[src/hw/trw_consts.vh]
`ifndef TRW_CONSTS_VH
`define TRW_CONSTS_VH
// register byte offsets
`define TRW_OFS_CMD0 8'h00
`define TRW_OFS_CMD1 8'h04
`define TRW_OFS_CTRL 8'h08
`define TRW_OFS_LMAX 8'h0C
`define TRW_OFS_LMIN 8'h10
`define TRW_OFS_MODE 8'h14
`define TRW_OFS_BLEN 8'h18
`define TRW_OFS_STAT 8'h1C
`define TRW_OFS_SENSE 8'h20
`define TRW_OFS_INFO 8'h24
// field positions
`define TRW_CTRL_START 0
`define TRW_CTRL_CLRDONE 1
`define TRW_MODE_FIXED 0
`define TRW_MODE_BUFFERED 1
`define TRW_CDB_FIXED 8
`define TRW_STAT_BUSY 0
`define TRW_STAT_DONE 1
`define TRW_STAT_CHECK 2
// reset values
`define TRW_RST_LMAX 24'h000000
`define TRW_RST_LMIN 16'h0001
`define TRW_RST_BLEN 24'h000200
// operation codes
`define TRW_OP_READ 8'h08
`define TRW_OP_WRITE 8'h0A
// sense keys
`define TRW_KEY_NONE 4'h0
`define TRW_KEY_MEDIUM 4'h3
`define TRW_KEY_ILLEGAL 4'h5
`define TRW_KEY_VOLOVF 4'hD
// bus responses
`define TRW_RESP_OKAY 2'h0
`define TRW_RESP_SLVERR 2'h2
`endif

[src/hw/trw_exec.v]
// What this block does
// - fixed bit selects length meaning and fixed or variable blocks
// - variable read moves one block, length is allocated byte maximum
// - variable read length mismatch gives check, ili, valid, requested minus actual
// - block longer than request sets ili with residue zero when NEG_RESIDUE is 0
// - never send more than length bytes; end past the block
// - fixed read counts blocks, only allowed in fixed block mode
// - fixed mode when limits equal or mode select fixed; length from there
// - fixed bit against current or unimplemented mode gives illegal request
// - fixed read sends block length times count, ends after last block
// - fixed read wrong length block: ili, valid, residue, stop after it
// - filemark gives check and filemark bit; fixed adds valid and residue
// - physical end during read: eom, medium error, fixed adds residue
// - zero length moves nothing and completes good
// - write opcode stores initiator blocks at current position
// - variable write length must be within limits else illegal request
// - fixed write counts blocks, only in fixed mode, ends after them
// - early warning on write: check, eom, volume overflow if buffer holds data
// - unbuffered fixed write reports requested minus blocks written
// - buffered fixed write reports unreceived plus buffered blocks
// - read opcode is recognised
// - equal limits mean fixed only; zero maximum means no upper limit
`timescale 1ns/1ps
`include "trw_consts.vh"
module trw_exec #(
    parameter NEG_RESIDUE = 0,
    parameter FIXED_IMPL = 1,
    parameter VAR_IMPL = 1
) (
    input wire clk,
    input wire rst_n,
    input wire [7:0] s_axi_awaddr,
    input wire s_axi_awvalid,
    output wire s_axi_awready,
    input wire [31:0] s_axi_wdata,
    input wire [3:0] s_axi_wstrb,
    input wire s_axi_wvalid,
    output wire s_axi_wready,
    output wire [1:0] s_axi_bresp,
    output wire s_axi_bvalid,
    input wire s_axi_bready,
    input wire [7:0] s_axi_araddr,
    input wire s_axi_arvalid,
    output wire s_axi_arready,
    output wire [31:0] s_axi_rdata,
    output wire [1:0] s_axi_rresp,
    output wire s_axi_rvalid,
    input wire s_axi_rready,
    output wire [7:0] ini_rd_data,
    output wire ini_rd_valid,
    input wire ini_rd_ready,
    input wire [7:0] ini_wr_data,
    input wire ini_wr_valid,
    output wire ini_wr_ready,
    input wire [7:0] med_rd_data,
    input wire med_rd_valid,
    input wire med_rd_last,
    input wire med_rd_fm,
    output wire med_rd_ready,
    output wire [7:0] med_wr_data,
    output wire med_wr_valid,
    output wire med_wr_last,
    input wire med_wr_ready,
    input wire [23:0] med_buf_blocks,
    input wire med_ew_pin,
    input wire med_eom_pin,
    output wire med_start,
    output wire med_is_write,
    output wire cmd_busy,
    output wire cmd_check
);
    localparam S_IDLE = 3'd0;
    localparam S_DEC = 3'd1;
    localparam S_RD = 3'd2;
    localparam S_WR = 3'd3;
    localparam S_DRAIN = 3'd4;

    function mapped;
        input [7:0] a;
        begin
            mapped = (a[1:0] == 2'b00) && (a <= `TRW_OFS_INFO);
        end
    endfunction

    function [31:0] merge;
        input [31:0] old;
        input [31:0] nw;
        input [3:0] st;
        integer i;
        begin
            merge = old;
            for (i = 0; i < 4; i = i + 1)
                if (st[i])
                    merge[i*8 +: 8] = nw[i*8 +: 8];
        end
    endfunction

    reg aw_q, w_q, bv_q, rv_q;
    reg [7:0] awa_q;
    reg [31:0] wd_q, rd_q;
    reg [3:0] ws_q;
    reg [1:0] br_q, rr_q;
    reg [31:0] cmd0_q;
    reg [15:0] cmd1_q;
    reg [23:0] lmax_q, blen_q;
    reg [15:0] lmin_q;
    reg mfix_q, mbuf_q, start_q, clrdone_q;
    reg [2:0] st_q;
    reg busy_q, done_q, chk_q, ili_q, eom_q, fm_q, val_q;
    reg [3:0] key_q;
    reg [31:0] info_q;
    reg [23:0] blk_q, tot_q, good_q, rcv_q;
    reg ov_q, mv_q, ml_q, mst_q, mwr_q;
    reg [7:0] od_q, md_q;
    reg [1:0] ew_s, eom_s;

    // two-stage synchronisers for the medium sensor lines
    always @(posedge clk or negedge rst_n)
    begin
        if (!rst_n)
        begin
            ew_s <= 2'b00;
            eom_s <= 2'b00;
        end
        else
        begin
            ew_s <= {ew_s[0], med_ew_pin};
            eom_s <= {eom_s[0], med_eom_pin};
        end
    end

    wire ew = ew_s[1];
    wire eom = eom_s[1];
    wire [7:0] opcode = cmd0_q[7:0];
    wire fixed = cmd0_q[`TRW_CDB_FIXED];
    wire [23:0] xfer = {cmd0_q[23:16], cmd0_q[31:24], cmd1_q[7:0]};
    wire fix_mode = (lmax_q == {8'h00, lmin_q}) || mfix_q;
    wire [23:0] cur_len = mfix_q ? blen_q : lmax_q;
    wire [23:0] wblen = fixed ? cur_len : xfer;
    wire [23:0] wtarget = fixed ? xfer : 24'h000001;
    wire len_ok = (xfer >= {8'h00, lmin_q})
                  && ((lmax_q == 24'h000000) || (xfer <= lmax_q));
    wire [31:0] blk_res = {8'h00, xfer} - {8'h00, good_q};
    wire [31:0] mg_cmd1 = merge({16'h0000, cmd1_q}, wd_q, ws_q);
    wire [31:0] mg_lmax = merge({8'h00, lmax_q}, wd_q, ws_q);
    wire [31:0] mg_lmin = merge({16'h0000, lmin_q}, wd_q, ws_q);
    wire [31:0] mg_blen = merge({8'h00, blen_q}, wd_q, ws_q);

    // axi4-lite slave: address and data taken in either order
    assign s_axi_awready = !aw_q && !bv_q;
    assign s_axi_wready = !w_q && !bv_q;
    assign s_axi_bvalid = bv_q;
    assign s_axi_bresp = br_q;
    assign s_axi_arready = !rv_q;
    assign s_axi_rvalid = rv_q;
    assign s_axi_rdata = rd_q;
    assign s_axi_rresp = rr_q;
    wire do_wr = aw_q && w_q && !bv_q;

    always @(posedge clk or negedge rst_n)
    begin
        if (!rst_n)
        begin
            aw_q <= 1'b0;
            w_q <= 1'b0;
            bv_q <= 1'b0;
            br_q <= `TRW_RESP_OKAY;
            awa_q <= 8'h00;
            wd_q <= 32'h00000000;
            ws_q <= 4'h0;
            cmd0_q <= 32'h00000000;
            cmd1_q <= 16'h0000;
            lmax_q <= `TRW_RST_LMAX;
            lmin_q <= `TRW_RST_LMIN;
            blen_q <= `TRW_RST_BLEN;
            mfix_q <= 1'b0;
            mbuf_q <= 1'b0;
            start_q <= 1'b0;
            clrdone_q <= 1'b0;
        end
        else
        begin
            start_q <= 1'b0;
            clrdone_q <= 1'b0;
            if (s_axi_awvalid && s_axi_awready)
            begin
                aw_q <= 1'b1;
                awa_q <= s_axi_awaddr;
            end
            if (s_axi_wvalid && s_axi_wready)
            begin
                w_q <= 1'b1;
                wd_q <= s_axi_wdata;
                ws_q <= s_axi_wstrb;
            end
            if (bv_q && s_axi_bready)
                bv_q <= 1'b0;
            if (do_wr)
            begin
                aw_q <= 1'b0;
                w_q <= 1'b0;
                bv_q <= 1'b1;
                br_q <= mapped(awa_q) ? `TRW_RESP_OKAY : `TRW_RESP_SLVERR;
                // command and config stay frozen while a command runs
                case (awa_q)
                    `TRW_OFS_CMD0:
                        if (!busy_q)
                            cmd0_q <= merge(cmd0_q, wd_q, ws_q);
                    `TRW_OFS_CMD1:
                        if (!busy_q)
                            cmd1_q <= mg_cmd1[15:0];
                    `TRW_OFS_CTRL:
                    begin
                        start_q <= ws_q[0] && wd_q[`TRW_CTRL_START];
                        clrdone_q <= ws_q[0] && wd_q[`TRW_CTRL_CLRDONE];
                    end
                    `TRW_OFS_LMAX:
                        if (!busy_q)
                            lmax_q <= mg_lmax[23:0];
                    `TRW_OFS_LMIN:
                        if (!busy_q)
                            lmin_q <= mg_lmin[15:0];
                    `TRW_OFS_MODE:
                        if (!busy_q && ws_q[0])
                        begin
                            mfix_q <= wd_q[`TRW_MODE_FIXED];
                            mbuf_q <= wd_q[`TRW_MODE_BUFFERED];
                        end
                    `TRW_OFS_BLEN:
                        if (!busy_q)
                            blen_q <= mg_blen[23:0];
                    default:
                        ;
                endcase
            end
        end
    end

    always @(posedge clk or negedge rst_n)
    begin
        if (!rst_n)
        begin
            rv_q <= 1'b0;
            rd_q <= 32'h00000000;
            rr_q <= `TRW_RESP_OKAY;
        end
        else if (rv_q)
        begin
            if (s_axi_rready)
                rv_q <= 1'b0;
        end
        else if (s_axi_arvalid)
        begin
            rv_q <= 1'b1;
            rr_q <= mapped(s_axi_araddr) ? `TRW_RESP_OKAY : `TRW_RESP_SLVERR;
            case (s_axi_araddr)
                `TRW_OFS_CMD0: rd_q <= cmd0_q;
                `TRW_OFS_CMD1: rd_q <= {16'h0000, cmd1_q};
                `TRW_OFS_LMAX: rd_q <= {8'h00, lmax_q};
                `TRW_OFS_LMIN: rd_q <= {16'h0000, lmin_q};
                `TRW_OFS_MODE: rd_q <= {30'h00000000, mbuf_q, mfix_q};
                `TRW_OFS_BLEN: rd_q <= {8'h00, blen_q};
                `TRW_OFS_STAT: rd_q <= {29'h00000000, chk_q, done_q, busy_q};
                `TRW_OFS_SENSE: rd_q <= {24'h000000, val_q, fm_q, eom_q, ili_q, key_q};
                `TRW_OFS_INFO: rd_q <= info_q;
                default: rd_q <= 32'h00000000;
            endcase
        end
    end

    // one-deep output stages toward initiator and medium
    assign ini_rd_valid = ov_q;
    assign ini_rd_data = od_q;
    assign med_rd_ready = (st_q == S_RD) && !eom && (!ov_q || ini_rd_ready);
    assign med_wr_valid = mv_q;
    assign med_wr_data = md_q;
    assign med_wr_last = ml_q;
    // early warning stops intake so the pipeline can settle before status
    // intake ends once every requested block is in, so no stray byte reaches the medium
    assign ini_wr_ready = (st_q == S_WR) && !ew && (rcv_q != wtarget)
                          && (!mv_q || med_wr_ready);
    assign med_start = mst_q;
    assign med_is_write = mwr_q;
    assign cmd_busy = busy_q;
    assign cmd_check = chk_q;

    wire rd_take = med_rd_valid && med_rd_ready;
    wire wr_take = ini_wr_valid && ini_wr_ready;
    wire mw_take = mv_q && med_wr_ready;
    wire [23:0] nb = blk_q + 24'h000001;
    wire fwd = fixed ? (blk_q < cur_len) : (tot_q < xfer);

    always @(posedge clk or negedge rst_n)
    begin
        if (!rst_n)
        begin
            st_q <= S_IDLE;
            busy_q <= 1'b0;
            done_q <= 1'b0;
            chk_q <= 1'b0;
            ili_q <= 1'b0;
            eom_q <= 1'b0;
            fm_q <= 1'b0;
            val_q <= 1'b0;
            key_q <= `TRW_KEY_NONE;
            info_q <= 32'h00000000;
            blk_q <= 24'h000000;
            tot_q <= 24'h000000;
            good_q <= 24'h000000;
            rcv_q <= 24'h000000;
            ov_q <= 1'b0;
            od_q <= 8'h00;
            mv_q <= 1'b0;
            md_q <= 8'h00;
            ml_q <= 1'b0;
            mst_q <= 1'b0;
            mwr_q <= 1'b0;
        end
        else
        begin
            mst_q <= 1'b0;
            if (ov_q && ini_rd_ready)
                ov_q <= 1'b0;
            // completion in the same cycle as the clear still leaves done set
            if (clrdone_q)
                done_q <= 1'b0;
            case (st_q)
                S_IDLE:
                    if (start_q)
                    begin
                        busy_q <= 1'b1;
                        chk_q <= 1'b0;
                        ili_q <= 1'b0;
                        eom_q <= 1'b0;
                        fm_q <= 1'b0;
                        val_q <= 1'b0;
                        key_q <= `TRW_KEY_NONE;
                        info_q <= 32'h00000000;
                        blk_q <= 24'h000000;
                        tot_q <= 24'h000000;
                        good_q <= 24'h000000;
                        rcv_q <= 24'h000000;
                        st_q <= S_DEC;
                    end
                S_DEC:
                begin
                    st_q <= S_DRAIN;
                    if ((opcode != `TRW_OP_READ) && (opcode != `TRW_OP_WRITE))
                    begin
                        chk_q <= 1'b1;
                        key_q <= `TRW_KEY_ILLEGAL;
                    end
                    else if ((fixed != fix_mode) || (fixed && FIXED_IMPL == 0)
                             || (!fixed && VAR_IMPL == 0))
                    begin
                        chk_q <= 1'b1;
                        key_q <= `TRW_KEY_ILLEGAL;
                    end
                    else if (xfer == 24'h000000)
                        chk_q <= 1'b0;
                    else if ((opcode == `TRW_OP_WRITE) && !fixed && !len_ok)
                    begin
                        chk_q <= 1'b1;
                        key_q <= `TRW_KEY_ILLEGAL;
                    end
                    else
                    begin
                        mst_q <= 1'b1;
                        mwr_q <= (opcode == `TRW_OP_WRITE);
                        st_q <= (opcode == `TRW_OP_WRITE) ? S_WR : S_RD;
                    end
                end
                S_RD:
                    if (eom)
                    begin
                        chk_q <= 1'b1;
                        eom_q <= 1'b1;
                        key_q <= `TRW_KEY_MEDIUM;
                        val_q <= fixed;
                        info_q <= fixed ? blk_res : 32'h00000000;
                        st_q <= S_DRAIN;
                    end
                    else if (rd_take)
                    begin
                        if (med_rd_fm)
                        begin
                            chk_q <= 1'b1;
                            fm_q <= 1'b1;
                            val_q <= fixed;
                            info_q <= fixed ? blk_res : 32'h00000000;
                            st_q <= S_DRAIN;
                        end
                        else
                        begin
                            if (fwd)
                            begin
                                ov_q <= 1'b1;
                                od_q <= med_rd_data;
                                tot_q <= tot_q + 24'h000001;
                            end
                            blk_q <= med_rd_last ? 24'h000000 : nb;
                            if (med_rd_last && fixed)
                            begin
                                if (nb != cur_len)
                                begin
                                    chk_q <= 1'b1;
                                    ili_q <= 1'b1;
                                    val_q <= 1'b1;
                                    info_q <= blk_res;
                                    st_q <= S_DRAIN;
                                end
                                else
                                begin
                                    good_q <= good_q + 24'h000001;
                                    if (good_q + 24'h000001 == xfer)
                                        st_q <= S_DRAIN;
                                end
                            end
                            else if (med_rd_last)
                            begin
                                st_q <= S_DRAIN;
                                if (nb != xfer)
                                begin
                                    chk_q <= 1'b1;
                                    ili_q <= 1'b1;
                                    val_q <= 1'b1;
                                    if (nb > xfer && NEG_RESIDUE == 0)
                                        info_q <= 32'h00000000;
                                    else
                                        info_q <= {8'h00, xfer} - {8'h00, nb};
                                end
                            end
                        end
                    end
                S_WR:
                begin
                    if (wr_take)
                    begin
                        mv_q <= 1'b1;
                        md_q <= ini_wr_data;
                        ml_q <= (blk_q == wblen - 24'h000001);
                        blk_q <= (blk_q == wblen - 24'h000001) ? 24'h000000 : nb;
                        if (blk_q == wblen - 24'h000001)
                            rcv_q <= rcv_q + 24'h000001;
                    end
                    else if (mw_take)
                        mv_q <= 1'b0;
                    if (mw_take && ml_q)
                    begin
                        good_q <= good_q + 24'h000001;
                        if (good_q + 24'h000001 == wtarget)
                            st_q <= S_DRAIN;
                    end
                    else if (ew && !mv_q)
                    begin
                        chk_q <= 1'b1;
                        eom_q <= 1'b1;
                        key_q <= (med_buf_blocks != 24'h000000) ?
                                 `TRW_KEY_VOLOVF : `TRW_KEY_NONE;
                        val_q <= fixed;
                        if (!fixed)
                            info_q <= 32'h00000000;
                        else if (mbuf_q)
                            info_q <= {8'h00, xfer} - {8'h00, rcv_q}
                                      + {8'h00, med_buf_blocks};
                        else
                            info_q <= blk_res;
                        st_q <= S_DRAIN;
                    end
                end
                S_DRAIN:
                    if (!ov_q && !mv_q)
                    begin
                        busy_q <= 1'b0;
                        done_q <= 1'b1;
                        st_q <= S_IDLE;
                    end
                default:
                    st_q <= S_IDLE;
            endcase
        end
    end
endmodule

[config.mk]
export PLATFORM = sky130hd
export DESIGN_NAME = trw_exec
export DESIGN_NICKNAME = d
export VERILOG_FILES = /design/src/hw/trw_exec.v
export VERILOG_INCLUDE_DIRS = /design/src /design/src/hw
export SDC_FILE = /design/constraint.sdc
export NUM_CORES = 1
export LEC_CHECK = 0
export BUFFER_PORTS_ARGS = -buffer_cell sky130_fd_sc_hd__buf_2
export CAP_MARGIN = 5
export CORE_MARGIN = 2
export CORE_UTILIZATION = 33
export CTS_BUF_LIST = sky130_fd_sc_hd__clkbuf_16
export CTS_CLUSTER_SIZE = 20
export DETAILED_ROUTE_END_ITERATION = 8
export REMOVE_ABC_BUFFERS = 1
export SLEW_MARGIN = 10
export SYNTH_ARGS = -nofsm -noshare
export SYNTH_HDL_FRONTEND = slang
export SYNTH_SLANG_ARGS = --single-unit
export TNS_END_PERCENT = 20
[constraint.sdc]
create_clock -name clk -period 12.74 [get_ports clk]
set_input_delay 0.637 -clock clk [delete_from_list [all_inputs] [get_ports clk]]
set_output_delay 0.637 -clock clk [all_outputs]
set_load 0.03 [all_outputs]
# Word-level counts from Yosys, hierarchy flattened
# Index checks and enable logic that the tools add are counted.
# op_classes
addsub	9
order_cmp	7
n_eq_ne	57
muxes	136
bitwise_logic	8
reduce_logical	93
# ops
operator	n
two-way mux 24 bit	22
two-way mux 32 bit	14
one-hot mux 32 bit (9 select lines)	1
one-hot mux 24 bit (3 select lines)	2
adder 24 x 1 -> 24 bit (second input constant)	4
one-hot mux 24 bit (2 select lines)	2
one-hot mux 32 bit (3 select lines)	1
subtractor 24 x 24 -> 25 bit	3
== test 24 bit	3
inequality test 24 bit	3
AND reduction 4 bit	15
two-way mux 1 bit	59
== test 8 x 5 -> 1 bit (second input constant)	7
zero test 24 bit	2
less-than comparator 24 bit	2
two-way mux 3 bit	16
two-way mux 4 bit	9
== test 8 x 4 -> 1 bit (second input constant)	4
logical AND 1 bit	29
adder 25 x 25 -> 26 bit	1
== test 24 x 16 -> 1 bit	1
greater-or-equal comparator 24 x 16 -> 1 bit	1
greater-than comparator 24 bit	1
<= comparator 24 bit	1
42 further kinds	107
# totals
ff_bits	367
out_inout_bits	66
wordCells	361

# Depth between registers and ports, before layout
# Gate-level depths: netlist of the first run.
# depth
ltp_word	10
ltp_mapped	25

# Worst setup path before layout of the first run
# No wires, ideal clock.
# synth_path
kind	flip-flop to flip-flop
start	reg cmd1_q[0]
end	reg info_q[30]
setup_ps	104
arrival_ps	4889
t_required_ps	12636
path_slack_ps	7747
path_stages_with_launch	26
period_less_slack_ps	4993
cell_sequence	dfrtp_1 clkbuf_1 inv_1 ha_1 nor2b_1 o21ai_0 a21bo_2 a21oi_1 o2111a_1 o311ai_0 nand2b_1 a21o_1 a21o_1 a21oi_1 xnor2_1 ha_1 a21oi_1 nand2_1 a211oi_1 o21ai_0 o41ai_1 o21ai_0 nand2_1 a31oi_1 or3_1 a221oi_1
# synth_between
elab_chain_len	9
# synth_rtl
element	line	text
from (decl)	trw_exec.v:104	reg [15:0] cmd1_q;
from (signal assigned)	trw_exec.v:211	cmd1_q <= mg_cmd1[15:0];
branches (longest 9 deep; another with adder 25 x 25 -> 26 bit)	--	
to (signal assigned)	trw_exec.v:380	info_q <= fixed ? blk_res : 32'h00000000;
to (signal assigned)	trw_exec.v:390	info_q <= fixed ? blk_res : 32'h00000000;
to (signal assigned)	trw_exec.v:409	info_q <= blk_res;
to (decl)	trw_exec.v:111	reg [31:0] info_q;
# Several ways; the timed one is not identified. The select of a mux whose other input is x is not followed.
# A chain may end at the register's enable or synchronous reset.

# Final worst setup path of the first run
# Ends and elaborated chain as after synthesis.

==> metrics.yaml, run 1 <==
setup_path:
  rr_startpoint: "cmd1_q[0]"
  r2r_end: "info_q[30]"
  r2r_cells: 24
  startpoint_type: "flip-flop"
  cp_cell_sequence: "inv_1 -> ha_1 -> nor2b_1 -> o21ai_0 -> a21bo_2 -> a21oi_1 -> o2111a_1 -> o311ai_0 -> nand2b_1 -> a21o_1 -> a21o_1 -> a21oi_1 -> xnor2_1 -> ha_1 -> a21oi_1 -> nand2_1 -> a211oi_1 -> o21ai_0 -> o41ai_1 -> o21ai_0 -> nand2_1 -> a31oi_1 -> or3_1 -> a221oi_1"
  cpPeakStageDelay_ps: 710
  setup.worst_path.start: "cmd1_q[0]"
  path_class: "reg -> reg"
  reg2reg_slack_ps: 6360
  crit_required_ps: 13230
  cp-endpoint: "info_q[30]"
  path_buf_inv: 1
  end_kind: "flip-flop"
  crit_fanout: 9
  cp_slowest_cell: "o41ai_1"
  arrival_ps: 6870
  path_delay_family: "compound AO/OA/AOI/OAI gates"
  cp.depth: 24
synthesis:
  netlist_area_mm2: 0.02676
  ys_warn_count: 0
  synth_edf_count: 0
  synth_cell_types: 96
  syn_inst: 3011
  ys.flop_type: "dfrtp_1"
  synth-seq-cells: 359
  ys_async_sr_fraction: 1.000
  avgSynthCellArea_um2: 8.887
  yosysSeqAreaShare: 0.3358
timing:
  min_period_over_period: 0.5007
  period_needed_ps: 6379
  worst_pin_slew_ps: 1196
  fin_hold_ws_ps: 112.4
  fmax_ghz: 0.1568
  fin_skew_ps: 21.53
  rsz0062_at_grt: "false"
  setup_tns_ps: 0
  finalHoldViolCount: 0
  finalMaxSlewViolations: 0
  worst_slew_margin_rel: 0.2025
  setup-violations-final: 0
drt:
  postRouteAntennaNets: 0
  viasPerCell: 5.784
  detail_route.first_pass.iterations: 7
  vias: 24523
  drc_errors: 0
  wirelength_mm: 100.9
  wl_per_cell_um: 23.81
  drt-initial-drc-count: 2211
cts:
  ctsHoldBuffers: 0
  clk_latency_ps: 590
  root_buffer: "clkbuf_16"
  cts_tree: "done"
  cts_resized: 0
  clk_path_buf_depth: 3
  cts_sinks: 359
  cts_buffers: 43
  post-cts-setup-buffer-count: 0
  cts_max_level: 2
  path_clk_slew_ps: 60
global_routing:
  grt_pass1_wl_mm: 149.3
  antenna_found_initial: 3
  grt_pass1_vias: 23106
  grt_usage: 0.2361
  grt_max_degree: 109
  overflow: 0
status:
  status: "complete, no violations"
pwr:
  p_leak_nw: 13.30
  max-vdd-ir-drop_v: 0.00008051
  powerDensity_mw_per_mm2: 100.1
  total_power_mw: 3.017
hold_path:
  hp-class: "in -> async"
job:
  drv_cap: 0
floorplanning:
  io_pins: 173
  fp.dieW_um: 288.8
  die_height_um: 288.8
  die_area_mm2: 0.08338
  core-area_mm2: 0.08042
  start_util: 0.3327
  num_rows: 104
place:
  gp_congestion: 0.9314
  dp_hpwl_mm: 76.56
  portBuffers: 170
  dp.cells: 4159
final_layout:
  final_nets: 3443
  drive_above_1_share: 0.1542
  fin_cells: 4240
  area_growth_pct: 12.59
==> synth_stat cells, drive strengths merged, types with 8 or more instances <==
master / n / area, um2
xor2: 69 / 604.3
o21bai: 10 / 75.07
nand3b: 8 / 60.06
or2: 12 / 75.08
nor2b: 35 / 219.0
o22ai: 24 / 150.1
and4: 10 / 87.58
o41ai: 10 / 95.10
or3: 22 / 137.6
dfrtp: 357 / 8934
or4: 20 / 150.1
a32oi: 12 / 105.1
ha: 188 / 2352
mux2i: 35 / 397.9
xnor2: 163 / 1428
a22oi: 54 / 405.4
nand3: 91 / 460.4
buf: 33 / 182.7
a41oi: 16 / 140.1
o21ai: 218 / 1091
o21a: 22 / 165.2
nor4: 58 / 381.6
nand2: 277 / 1040
nor4b: 11 / 96.34
inv: 161 / 604.3
o31ai: 36 / 270.3
clkbuf: 98 / 369.1
o211ai: 9 / 72.57
nand2b: 28 / 175.2
mux2: 160 / 1809
a21o: 61 / 457.9
nor2: 199 / 749.5
nand4: 51 / 337.8
a211oi: 18 / 135.1
a211o: 10 / 87.58
a222oi: 8 / 80.08
a22o: 23 / 201.4
and2: 19 / 118.9
a21oi: 143 / 715.7
a221oi: 16 / 140.1
and3: 34 / 212.7
nor3: 68 / 345.3
a31oi: 26 / 162.7
==> power breakdown <==
part	switching (mW)	leakage [nW]	internal [mW]
combinational	0.255	7.85	0.186
sequential	0.136	4.76	1.24
clock	0.536	0.692	0.659
==> flip-flops by register name, indices dropped and copies added (netlist names), 3 cells and up <==
name         cells
good_q          24
info_q          26
awa_q            8
ini_rd_data      8
rcv_q           24
lmax_q          24
wd_q            32
st_q             3
blen_q          24
cmd1_q          16
lmin_q          16
s_axi_rdata     32
key_q            4
blk_q           24
ws_q             4
tot_q           24
med_wr_data      8
cmd0_q          32
==> per-stage QoR <==
step                      area, um2  worst slack (ps)    util
after global placement        28810              6541  0.3582
after floorplan               26210              6463       -
after detailed placement      28810              6452  0.3582
after global routing          30120              6080  0.3746
final                         30130              6361  0.3746
after CTS                     30120              6446  0.3746
==> worst min-delay path by stage <==
stage	endpoint	slack, ps	depth (start not counted)
after floorplan	eom_s[1]	330	0
after global placement	ew_s[1]	330	0
after detailed placement	ew_s[1]	340	0
after CTS	eom_s[0]	150	1
after global routing	eom_s[0]	150	1
final	wd_q[18]	110	1
==> logic make-up (layout without fill, tap and decap cells) <==
family / Yosys count / after routing / synth area share
mux: 195 / 195 / 0.08248
flops: 359 / 359 / 0.3358
compound gates: 777 / 777 / 0.1912
xor+xnor: 232 / 232 / 0.07594
fa+ha+maj: 192 / 192 / 0.09090
other cells: 1 / 4 / 0.0001401
buf+inv: 292 / 458 / 0.04321
simple gates: 963 / 963 / 0.1804
==> cells in the final DEF, fill, tap and decap left out, types with 16 or more instances in the layout <==
master / instances
a31oi_1: 26
a21o_1: 61
dfrtp_1: 356
and2_1: 17
inv_1: 172
buf_2: 169
nand2_1: 277
clkbuf_16: 43
nand2b_1: 28
nor2b_1: 32
o31ai_1: 35
a22oi_1: 54
nand4_1: 48
nor2_1: 194
a221oi_1: 16
a211oi_1: 18
mux2_2: 158
and3_1: 34
ha_1: 188
nor3_1: 67
a41oi_1: 16
buf_4: 48
or3_1: 22
o21a_1: 22
xor2_1: 69
o22ai_1: 24
nor4_1: 54
mux2i_1: 27
a22o_1: 23
or4_1: 20
xnor2_1: 163
a21oi_1: 143
o21ai_0: 207
nand3_1: 90
==> per-layer routing <==
layer | wire length, um | track usage | vias up
met5 | 13 | 0 | -
met4 | 4741 | 0.1017 | 2
met3 | 7596 | 0.03491 | 202
met2 | 44610 | 0.3670 | 994
met1 | 43990 | 0.3257 | 12028
li1 | - | - | 11297
==> layout make-up <==
class	instances	area, um2
fill	8263	50290
multi-input combinational	2361	16660
sequential	359	8990
tap	1060	1326
timing repair buffer	218	1221
clock buffer	43	1076
inverter	161	604.3
clock inverter	36	241.5
antenna	2	5.005
No activity file was read; power rests on OpenSTA's default activity.
==> inputs of run 2 (changes only) <==
--- a/config.mk
+++ b/config.mk
@@ -6,6 +6,7 @@
 export SDC_FILE = /design/constraint.sdc
 export NUM_CORES = 1
 export LEC_CHECK = 0
+export ABC_AREA = 1
 export BUFFER_PORTS_ARGS = -buffer_cell sky130_fd_sc_hd__buf_2
 export CAP_MARGIN = 5
 export CORE_MARGIN = 2
==> constraint.sdc (replaced) <==
create_clock -name clk -period 5.9 [get_ports clk]
set_input_delay 0.295 -clock clk [delete_from_list [all_inputs] [get_ports clk]]
set_output_delay 0.295 -clock clk [all_outputs]
set_load 0.03 [all_outputs]
==> run 2 against run 1 <==
Area after synthesis up 12%. Synthesized cell count up 50%. Clock-buffer cell count up 2. Via count up 32%. Non-clock buffer count up 66. Flip-flop and latch count unchanged. Highest routed layer unchanged.
==> metrics.yaml, run 2 <==
status:
  status: "complete, no violations"  # unchanged
cts:
  cts_tree: "done"  # unchanged
  cts_max_level: 2  # unchanged
  clk_latency_ps: 620  # was 590 ps
  clk_path_buf_depth: 3  # unchanged
  cts_sinks: 359  # unchanged
  path_clk_slew_ps: 60  # about the same
  root_buffer: "clkbuf_16"  # unchanged
  cts_buffers: 44  # was 43
  post-cts-setup-buffer-count: 0  # unchanged
hold_path:
  whs_endpoint: "med_wr_valid"
  hp-class: "in -> reg"  # was in -> async
  hold_start: "med_wr_ready"
  hold_depth: 4
drt:
  detail_route.first_pass.iterations: 6  # was 7
  viasPerCell: 5.435  # was 5.784
  drc_errors: 0  # unchanged
  vias: 32307  # was 24523
  wl_per_cell_um: 22.01  # was 23.81 um
  drt-initial-drc-count: 3521  # was 2211
  wirelength_mm: 130.8  # was 100.9 mm
  postRouteAntennaNets: 0  # unchanged
final_layout:
  mostFrequentLayoutCell: "nand2_1"  # was dfrtp_1
  multi_input_area_mm2: 0.01847  # was 0.01666 mm2
  layout_common_cells: "nand2_1, inv_1, nor2_1"  # was dfrtp_1, nand2_1, o21ai_0
  final_nets: 5031  # was 3443
  area_growth_pct: 14.62  # was 12.59%
  drive_above_1_share: 0.08874  # was 0.1542
  nFillCells: 9630  # was 8263
  register_area_mm2: 0.008987  # was 0.008990 mm2
synthesis:
  synthAdderAreaFrac: 0.08116  # was 0.09090
  synth_compound_gate_area_share: 0.1330  # was 0.1912
  synth_edf_count: 0  # unchanged
  synth_cell_types: 68  # was 96
  yosysSeqAreaShare: 0.2998  # was 0.3358
  netlist_area_mm2: 0.02997  # was 0.02676 mm2
  ys_warn_count: 0  # unchanged
  synth_xor_area_frac: 0.04346  # was 0.07594
  synth_top_area_share: 0.2981  # was 0.3339
  ys_async_sr_fraction: 1.000  # unchanged
  synthMuxAreaShare: 0.001879  # was 0.08248
  synth.most_common_cell: "nand2_1"  # was dfrtp_1
  synth_top_family_by_area: "simple AND/OR/NAND/NOR gates"  # was compound AO/OA/AOI/OAI gates
  avgSynthCellArea_um2: 6.631  # was 8.887 um2
  synth-seq-cells: 359  # unchanged
  ys.flop_type: "dfrtp_1"  # unchanged
  synth-simple-area-share: 0.3555  # was 0.1804
  synth_commonest_cells: "nand2_1, inv_1, nor2_1"  # was dfrtp_1, nand2_1, o21ai_0
  yosysTopAreaCell: "dfrtp_1"  # unchanged
  syn_inst: 4520  # was 3011
  synthTopCellsByArea: "dfrtp_1, nand2_1, ha_1, nand3_1, inv_1"  # was dfrtp_1, ha_1, mux2_2, xnor2_1, nand2_1
global_routing:
  grt_usage: 0.2722  # was 0.2361
  grt_max_degree: 165  # was 109
  grt_pass1_wl_mm: 191.3  # was 149.3 mm
  antenna_found_initial: 4  # was 3
  grt_pass1_vias: 29758  # was 23106
  overflow: 0  # unchanged
setup_path:
  cp_slowest_cell: "dfrtp_1"  # was o41ai_1
  crit_fanout: 5  # was 9
  reg2reg_slack_ps: 1230  # was 6360 ps
  startpoint_type: "flip-flop"  # unchanged
  path_class: "reg -> reg"  # unchanged
  end_kind: "flip-flop"  # unchanged
  crit_required_ps: 6440  # was 13230 ps
  rr_startpoint: "rcv_q[2]"  # was cmd1_q[0]
  r2r_cells: 22  # was 24
  cp_cell_sequence: "inv_1 -> ha_1 -> nand2_1 -> o21ai_0 -> a21oi_1 -> o21ai_0 -> a21oi_1 -> o21bai_1 -> a21boi_0 -> o21bai_1 -> xor2_1 -> ha_1 -> nand2_1 -> nor4_1 -> nand3_1 -> nand3_1 -> a21oi_1 -> o21ai_0 -> nand3_1 -> nand2_1 -> nand3_1 -> nand2_1"  # was inv_1 -> ha_1 -> nor2b_1 -> o21ai_0 -> a21bo_2 -> a21oi_1 -> o2111a_1 -> o311ai_0 -> nand2b_1 -> a21o_1 -> a21o_1 -> a21oi_1 -> xnor2_1 -> ha_1 -> a21oi_1 -> nand2_1 -> a211oi_1 -> o21ai_0 -> o41ai_1 -> o21ai_0 -> nand2_1 -> a31oi_1 -> or3_1 -> a221oi_1
  cpPeakStageDelay_ps: 460  # was 710 ps
  r2r_end: "info_q[23]"  # was info_q[30]
  arrival_ps: 5210  # was 6870 ps
pwr:
  max-vdd-ir-drop_v: 0.0004103  # was 0.00008051 V
  total_power_mw: 12.51  # was 3.017 mW
  powerDensity_mw_per_mm2: 364.3  # was 100.1 mW/mm2
  p_leak_nw: 17.78  # was 13.30 nW
place:
  gp_congestion: 1.057  # was 0.9314
  portBuffers: 170  # unchanged
  dp_hpwl_mm: 102.6  # was 76.56 mm
timing:
  setup-violations-final: 0  # unchanged
  finalMaxSlewViolations: 0  # unchanged
  finalHoldViolCount: 0  # unchanged
  setup_tns_ps: 0  # unchanged
  period_needed_ps: 4674  # was 6379 ps
  fin_skew_ps: 22.38  # was 21.53 ps
  rsz0062_at_grt: "false"  # unchanged
  min_period_over_period: 0.7922  # was 0.5007
  fin_hold_ws_ps: 26.29  # was 112.4 ps
  fmax_ghz: 0.2139  # was 0.1568 GHz
  worst_slew_margin_rel: 0.1568  # was 0.2025
  worst_pin_slew_ps: 1252  # was 1196 ps
floorplanning:
  fp.dieW_um: 305.4  # was 288.8 um
  num_rows: 110  # was 104
  io_pins: 173  # unchanged
  start_util: 0.3330  # was 0.3327
  die_area_mm2: 0.09325  # was 0.08338 mm2
  core-area_mm2: 0.09001  # was 0.08042 mm2
  die_height_um: 305.4  # was 288.8 um
job:
  drv_cap: 0  # unchanged
==> run 2: worst max path at each step <==
stage	startpoint	to	slack, ps	cells after the start
after global placement	rcv_q[2]	info_q[24]	1410	23
after global routing	rcv_q[2]	info_q[24]	870	23
after detailed placement	rcv_q[2]	info_q[24]	1380	23
final	rcv_q[2]	info_q[23]	1230	22
after CTS	rcv_q[2]	info_q[24]	1320	23
after floorplan	st_q[2]	rcv_q[10]	1160	13
==> run 2: metrics by stage <==
stage          worst slack (ps)  cells  cell area (um2)  utilization
3_5_place_dp               1379   5796            32100       0.3567
6_report                   1226   5944            34350       0.3817
2_1_floorplan              1160   4402            29360            -
4_1_cts                    1322   5943            34350       0.3816
3_3_place_gp               1411   5796            32100       0.3567
5_1_grt                   872.7   5943            34350       0.3816
==> run 2: kinds of logic after synthesis <==
group,count (synthesis)
AOI/OAI and AO/OA,710
xor gates and xnor gates,147
adders and majority gates,192
buffers and inverters,632
DFF,359
muxes,5
other,1
and+or+nand+nor,2474
==> run 2: area by class of cell <==
type / count / share of cell area
Clock inverter: 36 / 0.01340
Multi-Input combinational cell: 3530 / 0.5375
Clock buffer: 45 / 0.03278
Timing Repair Buffer: 284 / 0.05551
Tap cell: 1176 / 0.04283
Inverter: 513 / 0.05627
Antenna cell: 1 / 0.00007284
Sequential cell: 359 / 0.2616
==> run 2: power by group <==
part           internal [mW]  switching (mW)
clock network           1.80            1.23
registers               2.84           0.334
logic                   1.92            4.39
==> run 2: worst max-delay path: cells and delay by family (launching register included) <==
| kind | cells | cell delay, ps |
|---|---|---|
| adders and majority gates | 2 | 720 |
| AOI/OAI and AO/OA | 9 | 2020 |
| and+or+nand+nor | 9 | 1170 |
| DFF | 1 | 460 |
| xor gates and xnor gates | 1 | 110 |
| buffers and inverters | 1 | 120 |
==> run 2: layer usage <==
metal  vias up  global-route usage  share of wire
li1      15376                   -              -
met1     15081              0.3662           0.43
met2      1514              0.4104           0.42
met3       330             0.05720          0.093
met4         6              0.1403          0.057
met5         -                   0        0.00029
==> run 2: what timing repair did <==
| item | CTS | global route |
|---|---|---|
| hold endpoints to repair | 133 | 0 |
| gates resized for setup | 0 | 0 |
| hold buffers | 66 | 0 |
